[config.mk]
export PLATFORM = sky130hd
export DESIGN_NAME = llcpd_supervisor
export DESIGN_NICKNAME = d
export VERILOG_FILES = /design/src/hdl/llcpd_pkg.sv /design/src/hdl/llcpd_supervisor.sv /design/src/hdl/llcpd_timing_set_pin_decode.sv
export SDC_FILE = /design/constraint.sdc
export NUM_CORES = 1
export LEC_CHECK = 0
export BUFFER_PORTS_ARGS = -buffer_cell sky130_fd_sc_hd__buf_2
export CAP_MARGIN = 20
export CELL_PAD_IN_SITES_DETAIL_PLACEMENT = 1
export CELL_PAD_IN_SITES_GLOBAL_PLACEMENT = 1
export CORE_MARGIN = 5
export CORE_UTILIZATION = 30
export CTS_CLUSTER_SIZE = 25
export DETAILED_ROUTE_END_ITERATION = 7
export HOLD_SLACK_MARGIN = 0.03
export PLACE_DENSITY = 0.7
export SLEW_MARGIN = 20
export SYNTH_ARGS = -nofsm -noshare
export SYNTH_HDL_FRONTEND = slang
export SYNTH_SLANG_ARGS = --single-unit
[constraint.sdc]
create_clock -name sys_clk -period 7.62 [get_ports sys_clk]
set_clock_uncertainty 0.05 [all_clocks]
set_input_delay 0.762 -clock sys_clk [delete_from_list [all_inputs] [get_ports sys_clk]]
set_output_delay 0.762 -clock sys_clk [all_outputs]
set_load 0.1 [all_outputs]
[src/hdl/llcpd_pkg.sv]
package llcpd_pkg;

  // ****************************************************************
  // Clock and timing
  // ****************************************************************
  localparam int CLK_FREQ_HZ    = 20_000_000;
  localparam int CLK_PER_US     = CLK_FREQ_HZ / 1_000_000;
  localparam int OVP_FILTER_US  = 40;
  localparam int OVP_FILTER_CYC = OVP_FILTER_US * CLK_PER_US;
  localparam int FAULT_IDLE_MS  = 1000;
  localparam int FAULT_IDLE_CYC = FAULT_IDLE_MS * (CLK_FREQ_HZ / 1000);
  localparam int DT_LONG_NS     = 1000;
  localparam int DT_SHORT_NS    = 500;
  // Longest times round down to whole cycles
  localparam logic [4:0] DT_LONG_CYC  = 5'((DT_LONG_NS * CLK_PER_US) / 1000);
  localparam logic [4:0] DT_SHORT_CYC = 5'((DT_SHORT_NS * CLK_PER_US) / 1000);

  // ****************************************************************
  // Timing-set decode
  // ****************************************************************
  localparam int         TIMING_SET_PIN_OPTIONS   = 17;
  localparam logic [4:0] TIMING_SET_PIN_SHORT_MIN = 5'h0e;
  localparam logic [11:0] TIMING_SET_PIN_BAND_MV  = 12'h030;
  localparam logic [11:0] TIMING_SET_PIN_FLOOR_MV = 12'h188;
  // Nominal levels in mV, entry 0 is option 1
  localparam logic [16:0][11:0] TIMING_SET_PIN_NOM_MV = {
    12'h8f7, 12'h878, 12'h7f9, 12'h77a, 12'h6fb, 12'h67c, 12'h5fd, 12'h588,
    12'h513, 12'h49e, 12'h432, 12'h3c7, 12'h352, 12'h2e6, 12'h284, 12'h223,
    12'h1c2};

  // ****************************************************************
  // Synchronised comparator inputs
  // ****************************************************************
  localparam int SYNC_N      = 9;
  localparam int SY_BO_STOP  = 0;
  localparam int SY_BO_IN    = 1;
  localparam int SY_IN_OV    = 2;
  localparam int SY_PROT_OV  = 3;
  localparam int SY_PROT_OT  = 4;
  localparam int SY_SLEW     = 5;
  localparam int SY_IPOL     = 6;
  localparam int SY_ZCS      = 7;
  localparam int SY_FB_CLAMP = 8;

  // ****************************************************************
  // States and fault causes
  // ****************************************************************
  typedef enum logic [2:0] {
    ST_BROWN = 3'h0,
    ST_START = 3'h1,
    ST_RUN   = 3'h3,
    ST_IDLE  = 3'h2,
    ST_HOLD  = 3'h6
  } llcpd_state_t;

  localparam logic [1:0] CAUSE_NONE    = 2'h0;
  localparam logic [1:0] CAUSE_IN_OV   = 2'h1;
  localparam logic [1:0] CAUSE_PROT_OV = 2'h2;
  localparam logic [1:0] CAUSE_PROT_OT = 2'h3;

endpackage

[src/hdl/llcpd_supervisor.sv]
`timescale 1ns/1ps
// Functional notes
// - Decode timing-set level into seventeen banded options
// - Second measure sets frequency; difference sets integrator
// - Measure high-to-low dead time, reuse it after
// - No copy after missed slew or zero-current
// - Polarity comparator also ends dead time when allowed
// - Below brown-out stop: brown-out state, no switching
// - Hysteresis sink enabled only in brown-out state
// - Brown-in starts soft start at once
// - Enabled input overvoltage stops switching, enters fault
// - After idle, restart if input overvoltage cleared
// - Protection overvoltage must persist 40 us to trip
// - Below temperature threshold enters overtemperature fault
// - Overtemperature: wait 1 s, retest, restart if high
// - Overtemperature detection off during burst operation
// - Clamp current on while feedback below clamp level
// - Fault idle lasts 1 s before retry
module llcpd_supervisor
  import llcpd_pkg::*;
#(
  parameter int FAULT_IDLE_CYCLES = FAULT_IDLE_CYC
)(
  input  wire logic        sys_clk,
  input  wire logic        rst,
  input  wire logic        measureDone,
  input  wire logic [11:0] timingSetFirstMeasure,
  input  wire logic [11:0] timingSetSecondMeasure,
  input  wire logic        brownoutStopBelow,
  input  wire logic        brownInAbove,
  input  wire logic        inputOvAbove,
  input  wire logic        inputOvEnable,
  input  wire logic        protAboveOvThreshold,
  input  wire logic        protBelowTempThreshold,
  input  wire logic        feedbackBelowClamp,
  input  wire logic        burstMode,
  input  wire logic        zcsPrevention,
  input  wire logic        slowSlew,
  input  wire logic        highSideOff,
  input  wire logic        lowSideOff,
  input  wire logic        slewDone,
  input  wire logic        currentPolarity,
  input  wire logic        zeroCurrentEvent,
  output      logic        switchEnable,
  output      logic        softStartReq,
  output      logic        faultActive,
  output      logic [1:0]  faultCause,
  output      logic        brownoutHysteresisSinkEn,
  output      logic        feedbackClampCurrentEn,
  output      logic        otpDetectEn,
  output      logic        deadTimeEnd,
  output      logic [4:0]  measuredDeadTime,
  output      logic        tsetValid,
  output      logic        tsetError,
  output      logic [4:0]  tsetMinFreqOption,
  output      logic [4:0]  tsetIntegratorOption,
  output      logic        tsetDeadTimeShort
);

  // ****************************************************************
  // State record
  // ****************************************************************
  typedef struct packed {
    logic [SYNC_N-1:0] sync1;
    logic [SYNC_N-1:0] sync2;
    llcpd_state_t      state;
    logic [24:0]       idleCnt;
    logic [9:0]        ovCnt;
    logic [9:0]        ovRun;
    logic [1:0]        cause;
    logic              inHl;
    logic              inLh;
    logic              copyOk;
    logic              slewSeen;
    logic              zcsPrev;
    logic              zcsThis;
    logic [4:0]        dtCnt;
    logic [4:0]        dtMeas;
    logic              dtEnd;
    logic              softStart;
    logic              switchEn;
    logic              fault;
    logic              sinkEn;
    logic              clampEn;
    logic              otpEn;
    logic              tValid;
    logic              tErr;
    logic [4:0]        tFreq;
    logic [4:0]        tInteg;
    logic              tShort;
  } llcpd_regs_t;

  llcpd_regs_t st_reg;
  llcpd_regs_t st_next;

  logic        secHit;
  logic [4:0]  secOpt;
  logic        difHit;
  logic [4:0]  difOpt;
  logic [11:0] diffMv;
  logic [4:0]  dtLimit;
  logic        ipolAllowed;
  logic        boS;
  logic        biS;
  logic        ivS;
  logic        povS;
  logic        potS;
  logic        slS;
  logic        ipS;

  // ****************************************************************
  // Timing-set decoders
  // ****************************************************************
  assign diffMv = (timingSetFirstMeasure >= timingSetSecondMeasure) ?
                  timingSetFirstMeasure - timingSetSecondMeasure : 12'h000;

  llcpd_timing_set_pin_decode uSecond (
    .levelMv (timingSetSecondMeasure),
    .hit     (secHit),
    .option  (secOpt)
  );

  llcpd_timing_set_pin_decode uDiff (
    .levelMv (diffMv),
    .hit     (difHit),
    .option  (difOpt)
  );

  assign boS  = st_reg.sync2[SY_BO_STOP];
  assign biS  = st_reg.sync2[SY_BO_IN];
  assign ivS  = st_reg.sync2[SY_IN_OV] & inputOvEnable;
  assign povS = st_reg.sync2[SY_PROT_OV];
  assign potS = st_reg.sync2[SY_PROT_OT];
  assign slS  = st_reg.sync2[SY_SLEW];
  assign ipS  = st_reg.sync2[SY_IPOL];
  assign dtLimit     = st_reg.tShort ? DT_SHORT_CYC : DT_LONG_CYC;
  assign ipolAllowed = burstMode | zcsPrevention | slowSlew;

  // ****************************************************************
  // Next state
  // ****************************************************************
  always_comb begin
    st_next           = st_reg;
    st_next.sync1     = {feedbackBelowClamp, zeroCurrentEvent, currentPolarity, slewDone,
                         protBelowTempThreshold, protAboveOvThreshold, inputOvAbove,
                         brownInAbove, brownoutStopBelow};
    st_next.sync2     = st_reg.sync1;
    st_next.softStart = 1'b0;
    st_next.dtEnd     = 1'b0;

    if (measureDone) begin
      st_next.tValid = secHit & difHit;
      st_next.tErr   = ~(secHit & difHit) | (timingSetSecondMeasure < TIMING_SET_PIN_FLOOR_MV);
      st_next.tFreq  = secOpt;
      st_next.tInteg = difOpt;
      st_next.tShort = secHit & (secOpt >= TIMING_SET_PIN_SHORT_MIN);
    end

    // Filter on the overvoltage level; any dip restarts the 40 us window
    if (povS && (st_reg.state == ST_RUN || st_reg.state == ST_START)) begin
      st_next.ovCnt = st_reg.ovCnt + 10'h001;
    end else begin
      st_next.ovCnt = 10'h000;
    end
    st_next.ovRun = povS ? st_reg.ovRun + 10'(~&st_reg.ovRun) : 10'h000;

    case (st_reg.state)
      ST_BROWN: begin
        if (biS) begin
          st_next.state     = ST_START;
          st_next.softStart = 1'b1;
        end
      end
      ST_START, ST_RUN: begin
        st_next.state = ST_RUN;
        if (boS) begin
          st_next.state = ST_BROWN;
        end else if (ivS) begin
          st_next.state = ST_IDLE;
          st_next.cause = CAUSE_IN_OV;
        end else if (povS && 32'(st_reg.ovCnt) == OVP_FILTER_CYC - 1) begin
          st_next.state = ST_IDLE;
          st_next.cause = CAUSE_PROT_OV;
        end else if (potS && st_reg.otpEn) begin
          st_next.state = ST_IDLE;
          st_next.cause = CAUSE_PROT_OT;
        end
        st_next.idleCnt = 25'h0000000;
      end
      ST_IDLE: begin
        st_next.idleCnt = st_reg.idleCnt + 25'h0000001;
        if (32'(st_reg.idleCnt) == FAULT_IDLE_CYCLES - 1) begin
          st_next.idleCnt = 25'h0000000;
          if (st_reg.cause == CAUSE_IN_OV) begin
            st_next.state = ivS ? ST_HOLD : ST_START;
          end else if (st_reg.cause == CAUSE_PROT_OT) begin
            // A cool pin never goes high, so this retests every second
            st_next.state = povS ? ST_START : ST_IDLE;
          end else begin
            st_next.state = ST_START;
          end
          st_next.softStart = (st_next.state == ST_START);
        end
      end
      ST_HOLD: begin
        if (!ivS) begin
          st_next.state     = ST_START;
          st_next.softStart = 1'b1;
        end
      end
      default: begin
        st_next.state = ST_BROWN;
      end
    endcase

    if (st_next.state == ST_START) begin
      st_next.cause = CAUSE_NONE;
    end
    st_next.switchEn = (st_next.state == ST_START) || (st_next.state == ST_RUN);
    st_next.fault    = (st_next.state == ST_IDLE) || (st_next.state == ST_HOLD);
    st_next.sinkEn   = (st_next.state == ST_BROWN);
    st_next.clampEn  = st_reg.sync2[SY_FB_CLAMP];
    st_next.otpEn    = ~burstMode;

    // ****************************************************************
    // Adaptive dead time
    // ****************************************************************
    if (st_reg.sync2[SY_ZCS]) begin
      st_next.zcsThis = 1'b1;
    end
    if (!st_reg.switchEn) begin
      st_next.inHl = 1'b0;
      st_next.inLh = 1'b0;
    end else if (highSideOff) begin
      st_next.inHl     = 1'b1;
      st_next.inLh     = 1'b0;
      st_next.dtCnt    = 5'h00;
      st_next.slewSeen = 1'b0;
      st_next.zcsPrev  = st_reg.zcsThis | st_reg.sync2[SY_ZCS];
      st_next.zcsThis  = 1'b0;
    end else if (lowSideOff) begin
      st_next.inLh   = 1'b1;
      st_next.inHl   = 1'b0;
      st_next.dtCnt  = 5'h00;
      st_next.copyOk = st_reg.slewSeen & ~st_reg.zcsPrev;
    end else if (st_reg.inHl) begin
      st_next.dtCnt = st_reg.dtCnt + 5'h01;
      if (slS || (ipolAllowed && !ipS) || st_next.dtCnt >= dtLimit) begin
        st_next.inHl     = 1'b0;
        st_next.dtEnd    = 1'b1;
        st_next.dtMeas   = st_next.dtCnt;
        st_next.slewSeen = slS;
      end
    end else if (st_reg.inLh) begin
      st_next.dtCnt = st_reg.dtCnt + 5'h01;
      if (st_reg.copyOk ? (st_next.dtCnt >= st_reg.dtMeas) : ipS) begin
        st_next.inLh  = 1'b0;
        st_next.dtEnd = 1'b1;
      end else if (st_next.dtCnt >= dtLimit) begin
        st_next.inLh  = 1'b0;
        st_next.dtEnd = 1'b1;
      end
    end
  end

  always_ff @(posedge sys_clk or posedge rst) begin
    if (rst) begin
      st_reg       <= '0;
      st_reg.state <= ST_BROWN;
      st_reg.otpEn <= 1'b1;
      st_reg.sinkEn <= 1'b1;
    end else begin
      st_reg <= st_next;
    end
  end

  // ****************************************************************
  // Outputs
  // ****************************************************************
  assign switchEnable             = st_reg.switchEn;
  assign softStartReq             = st_reg.softStart;
  assign faultActive              = st_reg.fault;
  assign faultCause               = st_reg.cause;
  assign brownoutHysteresisSinkEn = st_reg.sinkEn;
  assign feedbackClampCurrentEn   = st_reg.clampEn;
  assign otpDetectEn              = st_reg.otpEn;
  assign deadTimeEnd              = st_reg.dtEnd;
  assign measuredDeadTime         = st_reg.dtMeas;
  assign tsetValid                = st_reg.tValid;
  assign tsetError                = st_reg.tErr;
  assign tsetMinFreqOption        = st_reg.tFreq;
  assign tsetIntegratorOption     = st_reg.tInteg;
  assign tsetDeadTimeShort        = st_reg.tShort;
endmodule

[src/hdl/llcpd_timing_set_pin_decode.sv]
`timescale 1ns/1ps
module llcpd_timing_set_pin_decode
  import llcpd_pkg::*;
(
  input  wire logic [11:0] levelMv,
  output      logic        hit,
  output      logic [4:0]  option
);

  // ****************************************************************
  // Band match per option
  // ****************************************************************
  logic [TIMING_SET_PIN_OPTIONS-1:0] match;

  genvar g;
  generate
    for (g = 0; g < TIMING_SET_PIN_OPTIONS; g++) begin : gBand
      assign match[g] = (levelMv >= TIMING_SET_PIN_NOM_MV[g] - TIMING_SET_PIN_BAND_MV) &&
                        (levelMv <= TIMING_SET_PIN_NOM_MV[g] + TIMING_SET_PIN_BAND_MV);
    end
  endgenerate

  // Bands never overlap, so at most one bit is set
  always_comb begin
    hit    = 1'b0;
    option = 5'h00;
    for (int i = 0; i < TIMING_SET_PIN_OPTIONS; i++) begin
      if (match[i]) begin
        hit    = 1'b1;
        option = 5'(i + 1);
      end
    end
  end

endmodule

==> results.json, run 1 <==
{
  "num_vias": 7023,
  "multi_input_area_sq_um": 4290,
  "seqCellArea_sq_um": 2350,
  "start_kind": "input port",
  "postCtsResizedCells": 0,
  "die_w_microns": 164,
  "track_usage_pct": 17.4,
  "synthArstFlopShare_pct": 100,
  "largest_reg_flops": 51,
  "worstPathCellList": "buf_2 > inv_1 > ha_1 > nor2b_1 > o22ai_1 > xnor2_1 > nor2_1 > or3_1 > a211oi_1 > nor3_1 > a2111oi_2 > nand4_1 > a2bb2oi_2",
  "drive_above_1_share_pct": 13.5,
  "grtUsageMet1_pct": 23.7,
  "antenna_found_initial": 0,
  "pin_count": 69,
  "io_buffers": 68,
  "synth_area_sq_um": 7080,
  "cp_top_family": "simple AND/OR/NAND/NOR gates",
  "cts-root-buf": "clkbuf_16",
  "met2_usage_pct": 28.4,
  "clkPwrFrac_pct": 21.7,
  "via_per_inst": 5.69,
  "grt_pass1_wl_microns": 38200,
  "drtIter0Drc": 639,
  "grt.busiest_layer": "met2",
  "gr-usage-met3_pct": 2.35,
  "cp_max_fo": 12,
  "ir_drop_v": 0.000196,
  "ys_ff_latch": 94,
  "yosysSeqAreaShare_pct": 33.3,
  "drtPass1Iterations": 5,
  "yosys.area.top_type_share_pct": 32.5,
  "cts_tree": "yes",
  "max_freq_mhz": 222,
  "rsz0062_at_grt": "no",
  "drcViolationCount": 0,
  "cp_data_required_time_ps": 7780,
  "end_kind": "flop",
  "worstPathBufferInverterCount": 2,
  "initial_core_util_pct": 30.3,
  "final.setup.tns_ps": 0,
  "yosys-top-cells-count": "o21ai_0, dfrtp_1, nor2_1",
  "hold_violations": 0,
  "cap_viol_max_count": 0,
  "syn2layout_area_growth_pct": 11.0,
  "fp.dieH_microns": 164,
  "design_area_sq_um": 7850,
  "hp-class": "input port to async pin",
  "finalCritPeriodShare_pct": 59.1,
  "syn_avg_cell_area_sq_um": 7.99,
  "fin_hold_ws_ps": 289,
  "dp_hpwl_microns": 17400,
  "criticalPathCategory": "input port to flop",
  "cts_buffer_depth": 2,
  "cts_buffers": 9,
  "coreArea_sq_um": 23300,
  "clkTransAtPathRegs_ps": 70,
  "ant_nets": 0,
  "worstSkewPairLatency_ps": 340,
  "yosysUniqueCellTypes": 88,
  "grt_pass1_vias": 7060,
  "worst_pin_slew_ps": 968,
  "slew_headroom_pct": 33.8,
  "setup_viol": 0,
  "layout.cells.non_filler": 1235,
  "num_antenna_cells": 0,
  "synth_area_leader_cell": "dfrtp_1",
  "crit_slowest_cell": "xnor2_1",
  "synth.net_count": 952,
  "layout.nets": 978,
  "wl_microns": 23400,
  "status": "complete, no violations",
  "fillCellCount": 2832,
  "post-cts-setup-buffer-count": 0,
  "maxSlewViolCount": 0,
  "p_switching_mw": 1.00,
  "grt_start_max_net_pins": 79,
  "cp_slowest_stage_delay_ps": 790,
  "gp_congestion": 0.924,
  "dp.cells": 1218,
  "avgRoutedWirePerCell_microns": 18.9,
  "dieArea_sq_um": 26800,
  "clock-sinks": 94,
  "worst_ep_arrival_time_ps": 4660,
  "power_frac_seq_pct": 31.2,
  "synth_edf_count": 0,
  "place_area_sq_um": 7540,
  "yosysMostFrequentCell": "o21ai_0",
  "rows": 56,
  "ctsHoldBuffers": 0,
  "grt-ovfl-total": 0,
  "p_leak_nw": 3.19,
  "period_minus_slack_ps": 4500,
  "internal_power_mw": 1.02,
  "pwr-share-comb_pct": 47.1,
  "htreeDepth": 3,
  "netSwitchingFraction_pct": 49.4,
  "postSynthCellCount": 885,
  "synthTopCellsByArea": "dfrtp_1, o21ai_0, nor2_1",
  "synth_top_flop_cell": "dfrtp_1",
  "ys_warn_count": 0,
  "power_density_nw_per_um2": 258
}
## per-stage QoR
step           worst slack [ps]  total power [mW]  util, %
6_report                   3120              2.02     33.7
5_1_grt                    2870              2.14     33.7
4_1_cts                    3210              2.03     33.5
3_5_place_dp               2870              1.58     32.3
3_3_place_gp               2770              1.58     32.3
2_1_floorplan              3780              1.40        -
## kinds of logic (layout without fill, tap and decap cells)
logic type,Yosys count,after routing,synth area share [%]
DFF,94,94,33.3
AOI/OAI and AO/OA,296,296,27.7
buffers and inverters,91,122,6.30
xor gates and xnor gates,20,20,2.48
and+or+nand+nor,354,354,25.0
muxes,5,5,0.760
adders and majority gates,25,25,4.53
## cell usage in the layout, fill, tap and decap left out, drive strengths merged, types with 5 or more instances in the layout
cell / synthesis / layout
o21ai: 102 / 102
dfrtp: 92 / 92
nor2: 90 / 90
nand2: 88 / 88
buf: 35 / 75
a21oi: 57 / 57
inv: 31 / 36
nand3: 32 / 32
nor3: 31 / 31
ha: 24 / 24
a31oi: 21 / 21
and3: 20 / 20
nand4: 16 / 16
or3: 13 / 13
a211oi: 13 / 13
nor2b: 11 / 11
o31ai: 11 / 11
nand2b: 11 / 11
nor4: 11 / 11
xor2: 10 / 10
xnor2: 10 / 10
o22ai: 9 / 9
o211ai: 9 / 9
clkbuf: 25 / 9
or2: 8 / 8
a21o: 7 / 7
a2111oi: 6 / 6
nor4b: 5 / 5
and2: 5 / 5
o311ai: 5 / 5
## area by class of cell
class                           instances  share of cell area (%)
Timing Repair Buffer                   75                    5.16
Sequential cell                        94                    30.0
Clock inverter                          7                   0.797
Clock buffer                            9                    2.87
Inverter                               31                    1.51
Multi-Input combinational cell        700                    54.6
Tap cell                              319                    5.08
## layer usage
| layer | up-vias | wire length [microns] |
|---|---|---|
| met5 | - | 0 |
| met4 | 0 | 717 |
| met3 | 53 | 1100 |
| met2 | 220 | 11100 |
| met1 | 3423 | 10500 |
| li1 | 3327 | - |
## power groups by stage
stage | Sequential [mW] | Clock [mW] | Combinational, mW
2_1_floorplan | 0.720 | 0 | 0.679
3_3_place_gp | 0.638 | 0 | 0.941
3_5_place_dp | 0.641 | 0 | 0.943
4_1_cts | 0.632 | 0.452 | 0.948
5_1_grt | 0.642 | 0.475 | 1.02
6_report | 0.631 | 0.439 | 0.953
## worst register-to-register path: stages, from the launching register on
cell      delay (ps)
dfrtp_1          470
ha_1             290
nand3_1          120
xnor2_1          390
ha_1             310
o21ai_0           70
nand2b_1         130
o311ai_0         710
nor2_1           280
nand2_1          140
o21ai_0           80
## worst paths after layout
kind	startpoint	to	slack (ps)	cells after the start
min in group sys_clk	st_next[91]	slS	300	0
worst max register to register	st_reg[25]	measuredDeadTime[1]	4440	10
worst min register to register	st_next[91]	slS	300	0
worst max-delay path	timingSetSecondMeasure[1]	tsetValid	3120	13
worst min-delay path	rst	measuredDeadTime[0]	290	2
max in group asynchronous	rst	brownoutHysteresisSinkEn	6180	4
Power figures use the tool's default switching activity.
==> run 2, diff against run 1 <==
PLACE_DENSITY = 0.72   (was 0.7)
clock period = 3.7 ns   (was 7.62 ns; I/O delays follow)
==> run 2 against run 1 <==
Clock power is 150% higher. Sequential power is 110% higher. Sequential cell count stayed put. Combinational power is 120% higher. Wire length is 4.9% higher. Via count is 4.2% higher. Cell count is 6.3% higher. Hold slack worse by 250 ps. Cell area is 8.0% higher. Register-to-register slack worse by 3700 ps. Non-clock buffer count is 78 higher. Die area stayed put. Critical endpoint is now tsetError. Largest power group unchanged.
==> results.json, run 2 (same netlist as run 1, synthesis figures left out) <==
{
  "cts_buffer_depth": 2,
  "via_per_inst": 5.58,
  "fin_hold_ws_ps": 37.0,
  "cts_tree": "yes",
  "cp_slowest_stage_delay_ps": 430,
  "seqCellArea_sq_um": 2350,
  "dp_hpwl_microns": 19100,
  "io_buffers": 68,
  "num_antenna_cells": 0,
  "drive_above_1_share_pct": 20.1,
  "coreArea_sq_um": 23300,
  "cp_top_family": "compound AO/OA/AOI/OAI gates",
  "clkPwrFrac_pct": 23.9,
  "max_freq_mhz": 285,
  "avgRoutedWirePerCell_microns": 18.7,
  "antenna_found_initial": 0,
  "slew_headroom_pct": 36.9,
  "layout.nets": 1056,
  "dieArea_sq_um": 26800,
  "hold_violations": 0,
  "gp_congestion": 0.997,
  "rsz0062_at_grt": "no",
  "hp-class": "input port to async pin",
  "drtPass1Iterations": 5,
  "design_area_sq_um": 8480,
  "multi_input_area_sq_um": 4280,
  "ir_drop_v": 0.000332,
  "crit_slowest_cell": "a221o_1",
  "pin_count": 69,
  "grt_pass1_vias": 7600,
  "drtIter0Drc": 611,
  "ant_nets": 0,
  "largest_reg_flops": 51,
  "initial_core_util_pct": 30.3,
  "criticalPathCategory": "input port to flop",
  "rr_worst_depth": 11,
  "post-cts-setup-buffer-count": 0,
  "ctsHoldBuffers": 0,
  "grt-ovfl-total": 0,
  "wl_microns": 24500,
  "cp_data_required_time_ps": 3910,
  "p_leak_nw": 3.58,
  "power_frac_seq_pct": 29.0,
  "netSwitchingFraction_pct": 45.9,
  "postCtsResizedCells": 0,
  "finalCritPeriodShare_pct": 94.9,
  "track_usage_pct": 18.4,
  "clock-sinks": 94,
  "grt_pass1_wl_microns": 40300,
  "worst_ep_arrival_time_ps": 3720,
  "cap_viol_max_count": 0,
  "power_density_nw_per_um2": 531,
  "end_kind": "flop",
  "final_common_cell": "o21ai_0",
  "place_area_sq_um": 8130,
  "clkTransAtPathRegs_ps": 70,
  "worstSkewPairLatency_ps": 340,
  "worstPathBufferInverterCount": 3,
  "layout.cells.non_filler": 1313,
  "rows": 56,
  "htreeDepth": 3,
  "drcViolationCount": 0,
  "cts-root-buf": "clkbuf_16",
  "start_kind": "input port",
  "final.setup.worst_slack_ps": 190,
  "ff2ff_setup_slack_ps": 790,
  "pre_cts_slack_ps": -65.7,
  "cp.depth": 15,
  "setup_viol": 0,
  "grt_start_max_net_pins": 45,
  "syn2layout_area_growth_pct": 19.9,
  "internal_power_mw": 2.43,
  "num_vias": 7321,
  "p_switching_mw": 2.07,
  "cp_max_fo": 6,
  "total_power_mw": 4.50,
  "cts_buffers": 9,
  "fillCellCount": 2834,
  "worstPathCellList": "buf_2 > inv_1 > ha_1 > fa_1 > nor2b_1 > o211ai_1 > a221o_1 > nor4_4 > nand3_1 > a22oi_1 > o22ai_1 > a2111oi_2 > buf_4 > o2111ai_1 > o21ai_1",
  "die_w_microns": 164,
  "worst_pin_slew_ps": 923,
  "dp.cells": 1297,
  "final_cell_mix": "o21ai_0, dfrtp_1, nor2_1",
  "period_minus_slack_ps": 3510,
  "pwr-share-comb_pct": 47.1,
  "fp.dieH_microns": 164,
  "maxSlewViolCount": 0,
  "status": "complete, no violations"
}
-- run 2: routing by layer --
layer	track usage (%)	wire, microns	vias to the layer above
li1	-	-	3478
met1	25.1	11200	3580
met2	30.0	11400	220
met3	2.85	1260	43
met4	5.95	656	0
met5	0	0	-
-- run 2: cell type report --
class | count | area share [%]
repair buffers | 153 | 11.5
clock inverters | 5 | 1.25
inverters | 31 | 1.40
multi-input cells | 700 | 50.5
well taps | 319 | 4.71
clock buffers | 11 | 2.86
flip-flops and latches | 94 | 27.8
-- run 2: worst reg2reg max path: cells and delay by family (launching register included) --
family,cells,cell delay (ps)
AO/OA/AOI/OAI,2,260
adder cells (fa/ha/maj),1,210
flip-flops,1,400
AND/OR/NAND/NOR,8,1880
-- run 2: stage by stage --
stage,TNS (ps),util (%)
final,0,36.3
after global routing,0,36.3
after CTS,0,36.3
after detailed placement,-105,34.9
after global placement,-22.1,34.9
after floorplan,0,-
-- run 2: final timing paths --
kind                                     startpoint                       end
setup / recovery           timingSetFirstMeasure[0]                 tsetError
setup reg to reg                         st_reg[58]                st_reg[82]
min in group sys_clk              brownoutStopBelow               st_next[86]
hold / removal                                  rst       measuredDeadTime[4]
max in group asynchronous                       rst  brownoutHysteresisSinkEn
hold reg to reg                         st_next[93]                st_reg[93]
-- run 2: power by group through the flow --
| stage | Combinational (mW) | Clock, mW | Sequential (mW) |
|---|---|---|---|
| final | 2.12 | 1.08 | 1.31 |
| after global routing | 2.28 | 1.15 | 1.33 |
| after CTS | 2.12 | 1.10 | 1.31 |
| after detailed placement | 2.11 | 0 | 1.32 |
| after global placement | 2.09 | 0 | 1.32 |
| after floorplan | 1.40 | 0 | 1.48 |
==> run 3, diff against run 2 <==
ABC_AREA = 1   (was default)
PLACE_DENSITY = 0.74   (was 0.72)
==> run 3 against run 2 <==
Critical path type unchanged. Combinational power is 2% lower. Clock-buffer cell count is 2 lower. Critical endpoint is now tsetValid. Largest cell class unchanged. Sequential cell count stayed put. Highest routed layer unchanged. First-iteration DRC count is 0.82% lower. Sequential share of layout area is 0.76 points lower. Non-clock buffer count is 58 lower. Synthesized cell count is 34% higher.
==> results.json, run 3 <==
{
  "status": "complete, no violations",
  "start_kind": "input port",
  "m1WireLength_microns": 13000,
  "yosys.area.top_type_share_pct": 30.0,
  "cts-root-buf": "clkbuf_16",
  "final_common_cell": "nand2_1",
  "hold_violations": 0,
  "criticalPathCategory": "input port to flop",
  "fin_hold_ws_ps": 72.5,
  "yosys-top-cells-count": "nand2_1, inv_1, nor2_1",
  "cp-startpoint": "timingSetSecondMeasure[9]",
  "grt_pass1_wl_microns": 44300,
  "setup_viol": 0,
  "r2r-start": "st_reg[25]",
  "num_vias": 8254,
  "finalCritPeriodShare_pct": 93.4,
  "power_density_nw_per_um2": 488,
  "dieArea_sq_um": 28900,
  "end_kind": "flop",
  "wl_microns": 27000,
  "clock-sinks": 94,
  "max_freq_mhz": 290,
  "io_buffers": 68,
  "synth_area_sq_um": 7680,
  "ant_nets": 0,
  "yosysUniqueCellTypes": 59,
  "synth.net_count": 1250,
  "track_usage_pct": 18.6,
  "cts_buffers": 9,
  "worstSkewPairLatency_ps": 350,
  "fp.dieH_microns": 170,
  "worstHoldStart": "feedbackBelowClamp",
  "worst_ep_arrival_time_ps": 3690,
  "final_util_pct": 34.6,
  "yosysMostFrequentCell": "nand2_1",
  "initial_core_util_pct": 30.5,
  "via_per_inst": 5.19,
  "grt_start_max_net_pins": 73,
  "crit_end": "tsetValid",
  "worst_pin_slew_ps": 891,
  "grt_pass1_vias": 8576,
  "maxSlewViolCount": 0,
  "postSynthCellCount": 1183,
  "synth_edf_count": 0,
  "rows": 58,
  "hp-class": "input port to flop",
  "layout.nets": 1322,
  "ys_warn_count": 0,
  "pin_count": 69,
  "period_minus_slack_ps": 3450,
  "avgRoutedWirePerCell_microns": 17.0,
  "ys_ff_latch": 94,
  "final_cell_mix": "nand2_1, inv_1, nor2_1",
  "antenna_found_initial": 1,
  "slew_headroom_pct": 40.6,
  "cts_tree": "yes",
  "clkTransAtPathRegs_ps": 70,
  "p_leak_nw": 4.27,
  "top_layer_used": "met4",
  "post-cts-setup-buffer-count": 0,
  "synth_area_leader_cell": "dfrtp_1",
  "postCtsResizedCells": 0,
  "fillCellCount": 3317,
  "grt-ovfl-total": 0,
  "ir_drop_v": 0.000563,
  "dr_wl_met3_microns": 1270,
  "synthTopCellsByArea": "dfrtp_1, nand2_1, inv_1",
  "largest_reg_flops": 51,
  "cp_max_fo": 13,
  "rr_worst_depth": 12,
  "drtPass1Iterations": 5,
  "cts_buffer_depth": 2,
  "synthArstFlopShare_pct": 100,
  "dp_hpwl_microns": 21900,
  "ctsHoldBuffers": 0,
  "coreArea_sq_um": 25200,
  "htreeDepth": 3,
  "synth_top_flop_cell": "dfrtp_1",
  "yosysSeqAreaShare_pct": 30.6,
  "drtIter0Drc": 606,
  "die_w_microns": 170,
  "cap_viol_max_count": 0,
  "cp_data_required_time_ps": 3940,
  "met2_length_microns": 12100,
  "regToRegEndpoint": "measuredDeadTime[4]",
  "ff2ff_setup_slack_ps": 990,
  "drive_above_1_share_pct": 12.1,
  "gp_congestion": 1.01,
  "syn_avg_cell_area_sq_um": 6.50,
  "rsz0062_at_grt": "no",
  "drcViolationCount": 0,
  "syn2layout_area_growth_pct": 13.4
}
[run 3: cell count changes after synthesis, sizes merged, moves of 12 or more]
cell | previous run | this run
nand2 | 88 | 286
inv | 31 | 186
nor2 | 90 | 173
nand3 | 32 | 100
o21ai | 102 | 68
and3 | 20 | 1
a21oi | 57 | 42
clkbuf | 25 | 11
or3 | 13 | 0
buf | 35 | 23
nand4 | 16 | 28
[run 3: final cells by class]
type                    instances  area (sq um)  share of cell area [%]
diodes                          1          2.50                  0.0287
clock buffers                   9           225                    2.58
clock inverters                 7          56.3                   0.646
inverters                     187           704                    8.08
multi-input cells             868          4420                    50.7
flip-flops and latches         94          2350                    27.0
well taps                     330           413                    4.74
repair buffers                 95           543                    6.23
[run 3: logic make-up after synthesis]
logic type	after synthesis	share of synthesized area, %
fa+ha+maj	25	4.17
xor+xnor	10	1.24
simple gates	651	37.7
flops	94	30.6
buf+inv	221	11.9
compound gates	182	14.4
[run 3: through the flow]
stage          TNS [ps]  cells  worst slack, ps  cell area (sq um)  power, mW
2_1_floorplan         0   1183              717               7680       2.91
3_3_place_gp       -151   1574            -70.1               8430       3.34
3_5_place_dp       -183   1574            -80.5               8430       3.38
4_1_cts               0   1590              276               8720       4.28
5_1_grt               0   1591             20.8               8720       4.52
6_report              0   1591              246               8720       4.25
[run 3: worst max-delay path: stages]
cell	delay [ps]
buf_2	220
inv_1	170
ha_1	380
nand2_1	90
nand2_1	80
a21oi_1	320
nand3_4	130
buf_4	200
nand2_1	410
nand2_1	230
nor3_1	290
nand3_1	120
nand2_1	90
nand3_1	110
nand3_1	120
nor2_1	60
nand3_1	130
nand2_1	70
nand2_1	60
[run 3: worst min-delay path by stage]
stage | to | depth (start not counted) | slack, ps
6_report | st_next[94] | 1 | 70
5_1_grt | st_next[94] | 1 | 60
4_1_cts | st_next[88] | 1 | 60
3_5_place_dp | st_reg[93] | 0 | 290
3_3_place_gp | feedbackClampCurrentEn | 0 | 280
2_1_floorplan | biS | 0 | 280
[run 3: power by group]
part	total, mW	leakage [nW]	switching, mW	internal, mW
registers	1.29	1.19	0.114	1.18
logic	2.08	2.95	1.61	0.475
clock network	0.882	0.125	0.421	0.461
[run 3: per-layer routing]
layer	vias up	GRT usage (%)
met5	-	0
met4	0	5.07
met3	44	2.65
met2	200	30.3
met1	3981	26.0
li1	4029	-
